<file path="src/common/conv_pkg.sv">
/*
  Shared constants, types and decode helpers for the converter control
  block. Assumes a byte-wide register view carried in the low lane of a
  32-bit classic Wishbone bus.
*/
package conv_pkg;

  localparam int RESULT_W = 12;
  localparam int CHAN_N = 8;
  localparam int DIV_SEL_W = 3;
  localparam int DIV_CNT_W = 7;

  // register byte addresses, one aligned word each
  localparam logic [7:0] OFS_RESULT_LOW = 8'h00;
  localparam logic [7:0] OFS_RESULT_HIGH = 8'h04;
  localparam logic [7:0] OFS_CONTROL_MAIN = 8'h08;
  localparam logic [7:0] OFS_SOURCE_CLOCK = 8'h0C;
  localparam logic [7:0] OFS_GAIN_SENSOR = 8'h10;
  localparam logic [7:0] OFS_PIN_ANALOG = 8'h14;

  // conv_control_main fields
  localparam int CTRL_START_BIT = 7;
  localparam int CTRL_BUSY_BIT = 6;
  localparam int CTRL_ENABLE_BIT = 5;
  localparam int CTRL_ALIGN_BIT = 4;
  localparam int CTRL_CHAN_LSB = 0;

  // conv_source_clock_select fields
  localparam int SRC_SEL_LSB = 5;
  localparam int SRC_VREF_LSB = 3;
  localparam int SRC_DIV_LSB = 0;

  // reset values
  localparam logic [7:0] RST_CONTROL_MAIN = 8'h00;
  localparam logic [7:0] RST_SOURCE_CLOCK = 8'h00;
  localparam logic [7:0] RST_GAIN_SENSOR = 8'h00;
  localparam logic [7:0] RST_PIN_ANALOG = 8'h00;
  localparam logic [11:0] RST_RESULT = 12'h000;

  // input source codes
  localparam logic [2:0] SRC_EXT = 3'h0;
  localparam logic [2:0] SRC_AMP0 = 3'h1;
  localparam logic [2:0] SRC_AMP1 = 3'h2;
  localparam logic [2:0] SRC_GROUND = 3'h3;
  localparam logic [2:0] SRC_SUPPLY = 3'h4;
  localparam logic [2:0] SRC_REF_AMP = 3'h5;
  localparam logic [3:0] CHAN_LAST = 4'h7;

  // conversion timing in converter clock ticks / system cycles
  localparam logic [2:0] SAMPLE_TICKS = 3'h4;
  localparam logic [1:0] SETTLE_CYCLES = 2'h3;

  typedef enum logic [2:0] {
    ST_IDLE = 3'b001,
    ST_SAMPLE = 3'b010,
    ST_CONVERT = 3'b100
  } sar_state_t;

  typedef struct packed {
    logic powered;
    logic ext_path;
    logic [2:0] int_src;
    logic [7:0] pin_switch;
  } analog_route_t;

  typedef struct packed {
    logic [7:0] gpio_off;
    logic [7:0] pullup_off;
  } pin_share_t;

  function automatic logic is_ext_source(input logic [2:0] s);
    return (s == SRC_EXT) || (s > SRC_REF_AMP);
  endfunction

endpackage

</file>
<file path="src/verilog/conv_clock_divider.sv">
/*
  Converter clock prescaler: a one-cycle tick every 2**sel system cycles.
  Assumes sel is stable while a conversion runs.
*/
`timescale 1ns/1ps
`default_nettype none
module conv_clock_divider
  import conv_pkg::*;
#(
  parameter int SEL_W = DIV_SEL_W,
  parameter int CNT_W = DIV_CNT_W
) (
  // clock and reset
  input wire logic ref_clk_in,
  input wire logic rst_n_in,
  input wire logic clk_en_in,
  // control
  input wire logic run_in,
  input wire logic [SEL_W-1:0] div_sel_in,
  // tick
  output logic tick_out
);

  logic [CNT_W-1:0] count;
  logic [CNT_W-1:0] last;

  assign last = CNT_W'((1 << div_sel_in) - 1);

  always_ff @(posedge ref_clk_in or negedge rst_n_in) begin
    if (!rst_n_in) begin
      count <= '0;
      tick_out <= 1'b0;
    end else if (clk_en_in) begin
      if (!run_in) begin
        count <= '0;
        tick_out <= 1'b0;
      end else if (count >= last) begin
        count <= '0;
        tick_out <= 1'b1;
      end else begin
        count <= count + 1'b1;
        tick_out <= 1'b0;
      end
    end
  end

endmodule
`default_nettype wire

</file>
<file path="src/verilog/conv_sar_engine.sv">
/*
  Successive-approximation sequencer: sample phase, then one bit on the
  first converter tick after each SETTLE_CYCLES-cycle settle, MSB first.
  Assumes an analog comparator whose output is
  high when the input is at or above the trial code.
*/
`timescale 1ns/1ps
`default_nettype none
module conv_sar_engine
  import conv_pkg::*;
#(
  parameter int W = RESULT_W
) (
  // clock and reset
  input wire logic ref_clk_in,
  input wire logic rst_n_in,
  input wire logic clk_en_in,
  // control
  input wire logic enable_in,
  input wire logic start_in,
  input wire logic tick_in,
  input wire logic cmp_in,
  // status and data
  output logic busy_out,
  output logic sample_out,
  output logic done_out,
  output logic [W-1:0] trial_out,
  output logic [W-1:0] result_out
);

  sar_state_t state;
  logic cmp_meta;
  logic cmp_sync;
  logic [3:0] bit_idx;
  logic [2:0] sample_cnt;
  logic [1:0] settle_cnt;
  logic [W-1:0] next_trial;

  always_ff @(posedge ref_clk_in or negedge rst_n_in) begin
    if (!rst_n_in) begin
      cmp_meta <= 1'b0;
      cmp_sync <= 1'b0;
    end else if (clk_en_in) begin
      cmp_meta <= cmp_in;
      cmp_sync <= cmp_meta;
    end
  end

  always_comb begin
    next_trial = trial_out;
    if (!cmp_sync) begin
      next_trial[bit_idx] = 1'b0;
    end
    if (bit_idx != 4'h0) begin
      next_trial[bit_idx - 4'h1] = 1'b1;
    end
  end

  // comparator path is synchronised, so each trial settles a few cycles
  always_ff @(posedge ref_clk_in or negedge rst_n_in) begin
    if (!rst_n_in) begin
      state <= ST_IDLE;
      busy_out <= 1'b0;
      sample_out <= 1'b0;
      done_out <= 1'b0;
      bit_idx <= 4'h0;
      sample_cnt <= 3'h0;
      settle_cnt <= 2'h0;
      trial_out <= '0;
      result_out <= '0;
    end else if (clk_en_in) begin
      done_out <= 1'b0;
      if (!enable_in) begin
        state <= ST_IDLE;
        busy_out <= 1'b0;
        sample_out <= 1'b0;
      end else begin
        case (state)
          ST_IDLE: begin
            if (start_in) begin
              state <= ST_SAMPLE;
              busy_out <= 1'b1;
              sample_out <= 1'b1;
              sample_cnt <= 3'h0;
            end
          end
          ST_SAMPLE: begin
            if (tick_in) begin
              if (sample_cnt == SAMPLE_TICKS - 3'h1) begin
                state <= ST_CONVERT;
                sample_out <= 1'b0;
                bit_idx <= 4'(W - 1);
                trial_out <= W'(1) << (W - 1);
                settle_cnt <= 2'h0;
              end else begin
                sample_cnt <= sample_cnt + 3'h1;
              end
            end
          end
          ST_CONVERT: begin
            if (settle_cnt != SETTLE_CYCLES) begin
              settle_cnt <= settle_cnt + 2'h1;
            end else if (tick_in) begin
              trial_out <= next_trial;
              settle_cnt <= 2'h0;
              if (bit_idx == 4'h0) begin
                state <= ST_IDLE;
                result_out <= next_trial;
                busy_out <= 1'b0;
                done_out <= 1'b1;
              end else begin
                bit_idx <= bit_idx - 4'h1;
              end
            end
          end
          default: begin
            state <= ST_IDLE;
            busy_out <= 1'b0;
            sample_out <= 1'b0;
          end
        endcase
      end
    end
  end

endmodule
`default_nettype wire

</file>
<file path="src/verilog/adc_register_control.sv">
/*
  Register-level control of a single 12-bit successive-approximation
  converter: Wishbone classic register slave, source routing, pin-sharing
  controls, start/busy handling and result formatting.
  Assumes one system clock, an analog comparator and switch fabric
  outside, and a bus master that keeps each request until acknowledged.
*/
`timescale 1ns/1ps
`default_nettype none
module adc_register_control
  import conv_pkg::*;
(
  // clock, reset, enable
  input wire logic ref_clk_in,
  input wire logic rst_n_in,
  input wire logic clk_en_in,
  // wishbone classic slave
  input wire logic wb_cyc_in,
  input wire logic wb_stb_in,
  input wire logic wb_we_in,
  input wire logic [7:0] wb_adr_in,
  input wire logic [3:0] wb_sel_in,
  input wire logic [31:0] wb_dat_in,
  output logic [31:0] wb_dat_out,
  output logic wb_ack_out,
  // analog front end
  input wire logic cmp_in,
  output analog_route_t route_out,
  output logic [1:0] vref_sel_out,
  output logic [7:0] gain_sensor_out,
  output logic sample_out,
  output logic [RESULT_W-1:0] trial_out,
  // pin sharing
  output pin_share_t pins_out,
  // event toward the interrupt controller
  output logic conv_irq_out
);

  // register state
  logic ctrl_start;
  logic conv_enable;
  logic result_align_sel;
  logic [3:0] ext_channel_sel;
  logic [7:0] conv_source_clock_select;
  logic [7:0] conv_gain_sensor_control;
  logic [7:0] pin_analog_sel;
  logic [RESULT_W-1:0] result;

  // derived fields
  logic [2:0] input_source_sel;
  logic [1:0] vref_sel;
  logic [2:0] conv_clock_div_sel;

  // bus decode
  logic req;
  logic wr_fire;
  logic start_launch;
  logic [7:0] read_byte;

  // engine wiring
  logic conv_tick;
  logic conv_busy_flag;
  logic conv_done;
  logic [RESULT_W-1:0] engine_result;
  logic ext_path;
  logic [CHAN_N-1:0] pin_switch;

  assign input_source_sel = conv_source_clock_select[SRC_SEL_LSB +: 3];
  assign vref_sel = conv_source_clock_select[SRC_VREF_LSB +: 2];
  assign conv_clock_div_sel = conv_source_clock_select[SRC_DIV_LSB +: 3];

  // formats one result byte for the current alignment
  function automatic logic [7:0] result_byte(
    input logic [RESULT_W-1:0] d,
    input logic align,
    input logic high
  );
    logic [7:0] b;
    b = 8'h00;
    if (!align) begin
      if (high) begin
        b = d[11:4];
      end else begin
        b = {d[3:0], 4'h0};
      end
    end else begin
      if (high) begin
        b = {4'h0, d[11:8]};
      end else begin
        b = d[7:0];
      end
    end
    return b;
  endfunction

  // register read mux, shared by the read path
  function automatic logic [7:0] reg_read(input logic [7:0] adr);
    logic [7:0] v;
    v = 8'h00;
    case (adr)
      OFS_RESULT_LOW: begin
        v = result_byte(result, result_align_sel, 1'b0);
      end
      OFS_RESULT_HIGH: begin
        v = result_byte(result, result_align_sel, 1'b1);
      end
      OFS_CONTROL_MAIN: begin
        v[CTRL_START_BIT] = ctrl_start;
        v[CTRL_BUSY_BIT] = conv_busy_flag;
        v[CTRL_ENABLE_BIT] = conv_enable;
        v[CTRL_ALIGN_BIT] = result_align_sel;
        v[CTRL_CHAN_LSB +: 4] = ext_channel_sel;
      end
      OFS_SOURCE_CLOCK: begin
        v = conv_source_clock_select;
      end
      OFS_GAIN_SENSOR: begin
        v = conv_gain_sensor_control;
      end
      OFS_PIN_ANALOG: begin
        v = pin_analog_sel;
      end
      default: begin
        v = 8'h00;
      end
    endcase
    return v;
  endfunction

  assign req = wb_cyc_in && wb_stb_in;
  // writes land on the edge where the master sees ack
  assign wr_fire = req && wb_we_in && wb_ack_out && wb_sel_in[0];
  assign read_byte = reg_read(wb_adr_in);

  // falling write of the start bit while it was high
  assign start_launch = wr_fire && (wb_adr_in == OFS_CONTROL_MAIN) &&
    ctrl_start && !wb_dat_in[CTRL_START_BIT];

  // bus acknowledge: one wait state, dropped the cycle after
  always_ff @(posedge ref_clk_in or negedge rst_n_in) begin
    if (!rst_n_in) begin
      wb_ack_out <= 1'b0;
    end else if (clk_en_in) begin
      wb_ack_out <= req && !wb_ack_out;
    end
  end

  // read data captured with ack; unmapped words read zero
  always_ff @(posedge ref_clk_in or negedge rst_n_in) begin
    if (!rst_n_in) begin
      wb_dat_out <= 32'h0000_0000;
    end else if (clk_en_in) begin
      if (req && !wb_ack_out && !wb_we_in) begin
        wb_dat_out <= {24'h00_0000, read_byte};
      end
    end
  end

  // conv_control_main; busy bit has no writable storage here
  always_ff @(posedge ref_clk_in or negedge rst_n_in) begin
    if (!rst_n_in) begin
      ctrl_start <= RST_CONTROL_MAIN[CTRL_START_BIT];
      conv_enable <= RST_CONTROL_MAIN[CTRL_ENABLE_BIT];
      result_align_sel <= RST_CONTROL_MAIN[CTRL_ALIGN_BIT];
      ext_channel_sel <= RST_CONTROL_MAIN[CTRL_CHAN_LSB +: 4];
    end else if (clk_en_in) begin
      if (wr_fire && wb_adr_in == OFS_CONTROL_MAIN) begin
        ctrl_start <= wb_dat_in[CTRL_START_BIT];
        conv_enable <= wb_dat_in[CTRL_ENABLE_BIT];
        result_align_sel <= wb_dat_in[CTRL_ALIGN_BIT];
        ext_channel_sel <= wb_dat_in[CTRL_CHAN_LSB +: 4];
      end
    end
  end

  // source/clock select register
  always_ff @(posedge ref_clk_in or negedge rst_n_in) begin
    if (!rst_n_in) begin
      conv_source_clock_select <= RST_SOURCE_CLOCK;
    end else if (clk_en_in) begin
      if (wr_fire && wb_adr_in == OFS_SOURCE_CLOCK) begin
        conv_source_clock_select <= wb_dat_in[7:0];
      end
    end
  end

  // gain/sensor register, passed to the analog side untouched
  always_ff @(posedge ref_clk_in or negedge rst_n_in) begin
    if (!rst_n_in) begin
      conv_gain_sensor_control <= RST_GAIN_SENSOR;
    end else if (clk_en_in) begin
      if (wr_fire && wb_adr_in == OFS_GAIN_SENSOR) begin
        conv_gain_sensor_control <= wb_dat_in[7:0];
      end
    end
  end

  // pin-sharing selection, one bit per external analog pin
  always_ff @(posedge ref_clk_in or negedge rst_n_in) begin
    if (!rst_n_in) begin
      pin_analog_sel <= RST_PIN_ANALOG;
    end else if (clk_en_in) begin
      if (wr_fire && wb_adr_in == OFS_PIN_ANALOG) begin
        pin_analog_sel <= wb_dat_in[7:0];
      end
    end
  end

  // result only moves on a completed conversion
  always_ff @(posedge ref_clk_in or negedge rst_n_in) begin
    if (!rst_n_in) begin
      result <= RST_RESULT;
    end else if (clk_en_in) begin
      if (conv_done && conv_enable) begin
        result <= engine_result;
      end
    end
  end

  // completion event, one cycle, toward the interrupt controller
  always_ff @(posedge ref_clk_in or negedge rst_n_in) begin
    if (!rst_n_in) begin
      conv_irq_out <= 1'b0;
    end else if (clk_en_in) begin
      conv_irq_out <= conv_done;
    end
  end

  conv_clock_divider #(
    .SEL_W(DIV_SEL_W),
    .CNT_W(DIV_CNT_W)
  ) u_div (
    .ref_clk_in(ref_clk_in),
    .rst_n_in(rst_n_in),
    .clk_en_in(clk_en_in),
    .run_in(conv_enable),
    .div_sel_in(conv_clock_div_sel),
    .tick_out(conv_tick)
  );

  // single engine serves every source in turn
  conv_sar_engine #(
    .W(RESULT_W)
  ) u_sar (
    .ref_clk_in(ref_clk_in),
    .rst_n_in(rst_n_in),
    .clk_en_in(clk_en_in),
    .enable_in(conv_enable),
    .start_in(start_launch),
    .tick_in(conv_tick),
    .cmp_in(cmp_in),
    .busy_out(conv_busy_flag),
    .sample_out(sample_out),
    .done_out(conv_done),
    .trial_out(trial_out),
    .result_out(engine_result)
  );

  // source routing
  assign ext_path = conv_enable && is_ext_source(input_source_sel);

  // a pin switch closes only for a valid code on an analog-selected pin
  genvar gi;
  generate
    for (gi = 0; gi < CHAN_N; gi++) begin : g_pin
      assign pin_switch[gi] = ext_path &&
        (ext_channel_sel <= CHAN_LAST) &&
        (ext_channel_sel == 4'(gi)) &&
        pin_analog_sel[gi];
    end
  endgenerate

  always_comb begin
    route_out.powered = conv_enable;
    route_out.ext_path = ext_path;
    // internal code is only meaningful while the external path is off
    route_out.int_src = ext_path ? SRC_EXT : input_source_sel;
    route_out.pin_switch = pin_switch;
  end

  always_comb begin
    pins_out.gpio_off = pin_analog_sel;
    pins_out.pullup_off = pin_analog_sel;
  end

  assign vref_sel_out = vref_sel;
  assign gain_sensor_out = conv_gain_sensor_control;

endmodule
`default_nettype wire

</file>
<file path="config.mk">
export PLATFORM = sky130hd
export DESIGN_NAME = adc_register_control
export DESIGN_NICKNAME = d
export VERILOG_FILES = /design/src/common/conv_pkg.sv /design/src/verilog/conv_clock_divider.sv /design/src/verilog/conv_sar_engine.sv /design/src/verilog/adc_register_control.sv
export SDC_FILE = /design/constraint.sdc
export NUM_CORES = 1
export LEC_CHECK = 0
export BUFFER_PORTS_ARGS = -buffer_cell sky130_fd_sc_hd__buf_2
export CORE_UTILIZATION = 25
export CTS_CLUSTER_SIZE = 40
export DETAILED_ROUTE_END_ITERATION = 7
export PLACE_DENSITY = 0.42
export SLEW_MARGIN = 30
export SYNTH_ARGS = -nofsm -noshare
export SYNTH_HDL_FRONTEND = slang
export SYNTH_SLANG_ARGS = --single-unit
</file>
<file path="constraint.sdc">
create_clock -name ref_clk_in -period 4.8 [get_ports ref_clk_in]
set_input_delay 0.96 -clock ref_clk_in [delete_from_list [all_inputs] [get_ports ref_clk_in]]
set_output_delay 0.96 -clock ref_clk_in [all_outputs]
set_load 0.1 [all_outputs]
</file>
==> out/results.ini <==
[grt]
grtUsageTotal_pct = 13.45
grt_pass1_vias = 4261
gr-total-overflow = 0
antenna_found_initial = 0
grt_max_degree = 43
grt_pass1_wl_mm = 24.41

[hold_path]
holdPathEnd = u_sar.result_out[11]
hold_depth = 2
hp-class = reg2reg
worstHoldStart = u_sar.result_out[11]

[setup_path]
cp_max_fo = 15
rr_worst_depth = 6
arrival_ns = 2.65
worstPathRequired_ns = 3.84
r2r_end = u_sar.result_out[8]
rrSetupSlack_ns = 1.81
crit_path_start_kind = register
r2r-start = u_sar.bit_idx[0]
path_class = reg2out
endpoint_kind = output port

[die]
die_width_um = 152.3
dieArea_um2 = 23180
io_pins = 137
core_area_um2 = 21960
rows = 54
die_h_um = 152.3
start_util_pct = 25.70

[routing]
first_iter_violations = 200
avgViaCountPerCell = 4.810
detail-route-antenna-nets = 0
wl_per_cell_um = 16.85
drc = 16
drt-total-wl_mm = 15.27
vias = 4358
drt_pass1_iterations = 7

[cts]
cts_made_buffers = 9
clock-root-buffer = clkbuf_16
clock_latency_ns = 0.35
htree_levels = 3
cts_setup_buffers = 0
clkTransAtPathRegs_ns = 0.08
cts_hold_buf = 0
cts_tree = done
cts_resized = 0
clockBufferDepth = 2
cts.sinks = 102

[synthesis]
synth-seq-area-share_pct = 45.24
synth_compound_gate_area_share_pct = 14.14
synth_common_cells = dfrtp_1 (101), nand2_1 (53), mux2_2 (51)
synth_top_family_by_area = simple AND/OR/NAND/NOR gates
synth_mux_area_share_pct = 12.48
synth_edf_count = 0
yosysMostFrequentCell = dfrtp_1
synth_area_um2 = 5644
synth-async-reset-ratio_pct = 100.0
synth_top_area_share_pct = 44.78
ys_warn_count = 0
synth_fa_ha_area_share_pct = 3.325
yosysTopAreaCell = dfrtp_1
syn_area_per_cell_um2 = 10.08
synth_xor_area_share_pct = 0.3104
ys_top_cells_by_area = dfrtp_1 (45%), mux2_2 (10%), buf_4 (5.1%)
ys_seq_elements = 102
syn_inst = 560
ys.flop_type = dfrtp_1
synthSimpleGateAreaFrac_pct = 16.52
synth_cell_types = 67

[timing]
fmax_mhz = 276.6
fin_crit_sh_pct = 75.31
finalHoldViolations = 0
rsz0062_at_grt = false
slew_viol_final = 0
setup_viol = 0
post-route-min-period_ns = 3.615
tns_ns = 0
slew_headroom_pct = 48.71
worst_clock_skew_ns = 0.007679
worst_pin_slew_ns = 0.7670

[pwr]
p_clk_share_pct = 37.3
intPower_uw = 1273
irDropWorstVdd_v = 0.0001543
p_sw_share_pct = 32.89
seqPwrFrac_pct = 46.9
p_comb_share_pct = 15.8
power_leakage_uw = 0.003001
power_switching_uw = 624.2
p_per_area_nw_per_um2 = 294.3
total_power_uw = 1898

[placed_design]
gp_congestion = 0.8449
hpwl_mm = 11.50
port_buffers = 85

[cells_and_area]
areaGrowthSynthToFinish_pct = 14.25
antenna_cells = 0
fin_nets = 687
drive_gt1_share_pct = 27.48
finish.utilization_pct = 29.37
num-fill-cells = 2304

[run_status]
violations = DRC
status = complete, but fails checks

[job]
maxCapViolations = 0

metal layers:
metal	track usage (%)	routed length, um	up-vias	share of wire (%)
met1	18.20	7393	2139	48
met4	4.179	242	0	1.6
met3	2.617	598	14	3.9
li1	-	-	2084	-
met2	21.57	7032	121	46
met5	0	0	-	0
power by group through the flow:
stage                     combinational (uW)  clock [uW]  sequential (uW)
final                                    299         707              891
after detailed placement                 301           0              908
after global routing                     312         760              893
after floorplan                          133           0             1020
after global placement                   299           0              907
after CTS                                301         740              891
state kept, by name, summed over array words and instances (netlist names), 7 cells and up:
register and flops:
conv_source_clock_select 8, u_div.count 7, u_sar.result_out 12, pin_analog_sel 8, u_sar.trial_out 12, result 12, gain_sensor_out 8, wb_dat_out 8
cell type report:
| type | instances | area, um^2 | area share (%) |
|---|---|---|---|
| multi-input cells | 402 | 2748 | 42.61 |
| flip-flops and latches | 102 | 2554 | 39.60 |
| repair buffers | 87 | 442.9 | 6.868 |
| well taps | 280 | 350.3 | 5.433 |
| clock buffers | 9 | 225.2 | 3.492 |
| inverters | 19 | 71.32 | 1.106 |
| clock inverters | 7 | 57.56 | 0.8925 |
worst max-delay path by stage:
| stage | depth (start not counted) | to | startpoint | slack, ns |
|---|---|---|---|---|
| floorplan | 5 | route_out[6] | conv_enable | 0.93 |
| global placement | 4 | route_out[2] | conv_enable | 1.64 |
| detailed placement | 4 | route_out[2] | conv_enable | 1.58 |
| CTS | 4 | route_out[2] | conv_enable | 1.17 |
| global route | 4 | route_out[2] | conv_enable | 1.08 |
| finish | 4 | route_out[2] | conv_enable | 1.19 |
placed cells by master, fill, tap and decap left out, types with 7 or more instances in the layout:
cell type	count
a21oi_1	17
a22oi_1	8
a31oi_1	7
and3_1	8
buf_2	84
clkbuf_16	9
conb_1	24
dfrtp_1	101
ha_1	15
inv_1	19
mux2_2	51
mux2i_1	13
nand2_1	53
nand3_1	18
nor2_1	31
nor2b_1	7
o21ai_0	47
critical path, stage by stage (launching register included):
cell,delay [ns]
dfrtp_1,0.74
o21ai_0,0.41
nor3_1,0.46
and4b_1,0.27
buf_2,0.43
through the flow:
step | cells | area [um^2] | setup WS, ns | hold slack, ns
after CTS | 906 | 6449 | 1.172 | 0.4944
after global routing | 906 | 6449 | 1.079 | 0.5163
final | 906 | 6449 | 1.185 | 0.4841
after detailed placement | 890 | 6166 | 1.578 | 0.4770
after global placement | 890 | 6160 | 1.640 | 0.4702
after floorplan | 583 | 5737 | 0.9275 | 0.4460
kinds of logic after synthesis:
family          after synthesis
compound gates              124
mux                          64
fa+ha+maj                    15
flops                       102
xor+xnor                      2
buf+inv                      79
other cells                   1
simple gates                173
No activity file was read; power rests on OpenSTA's default activity.
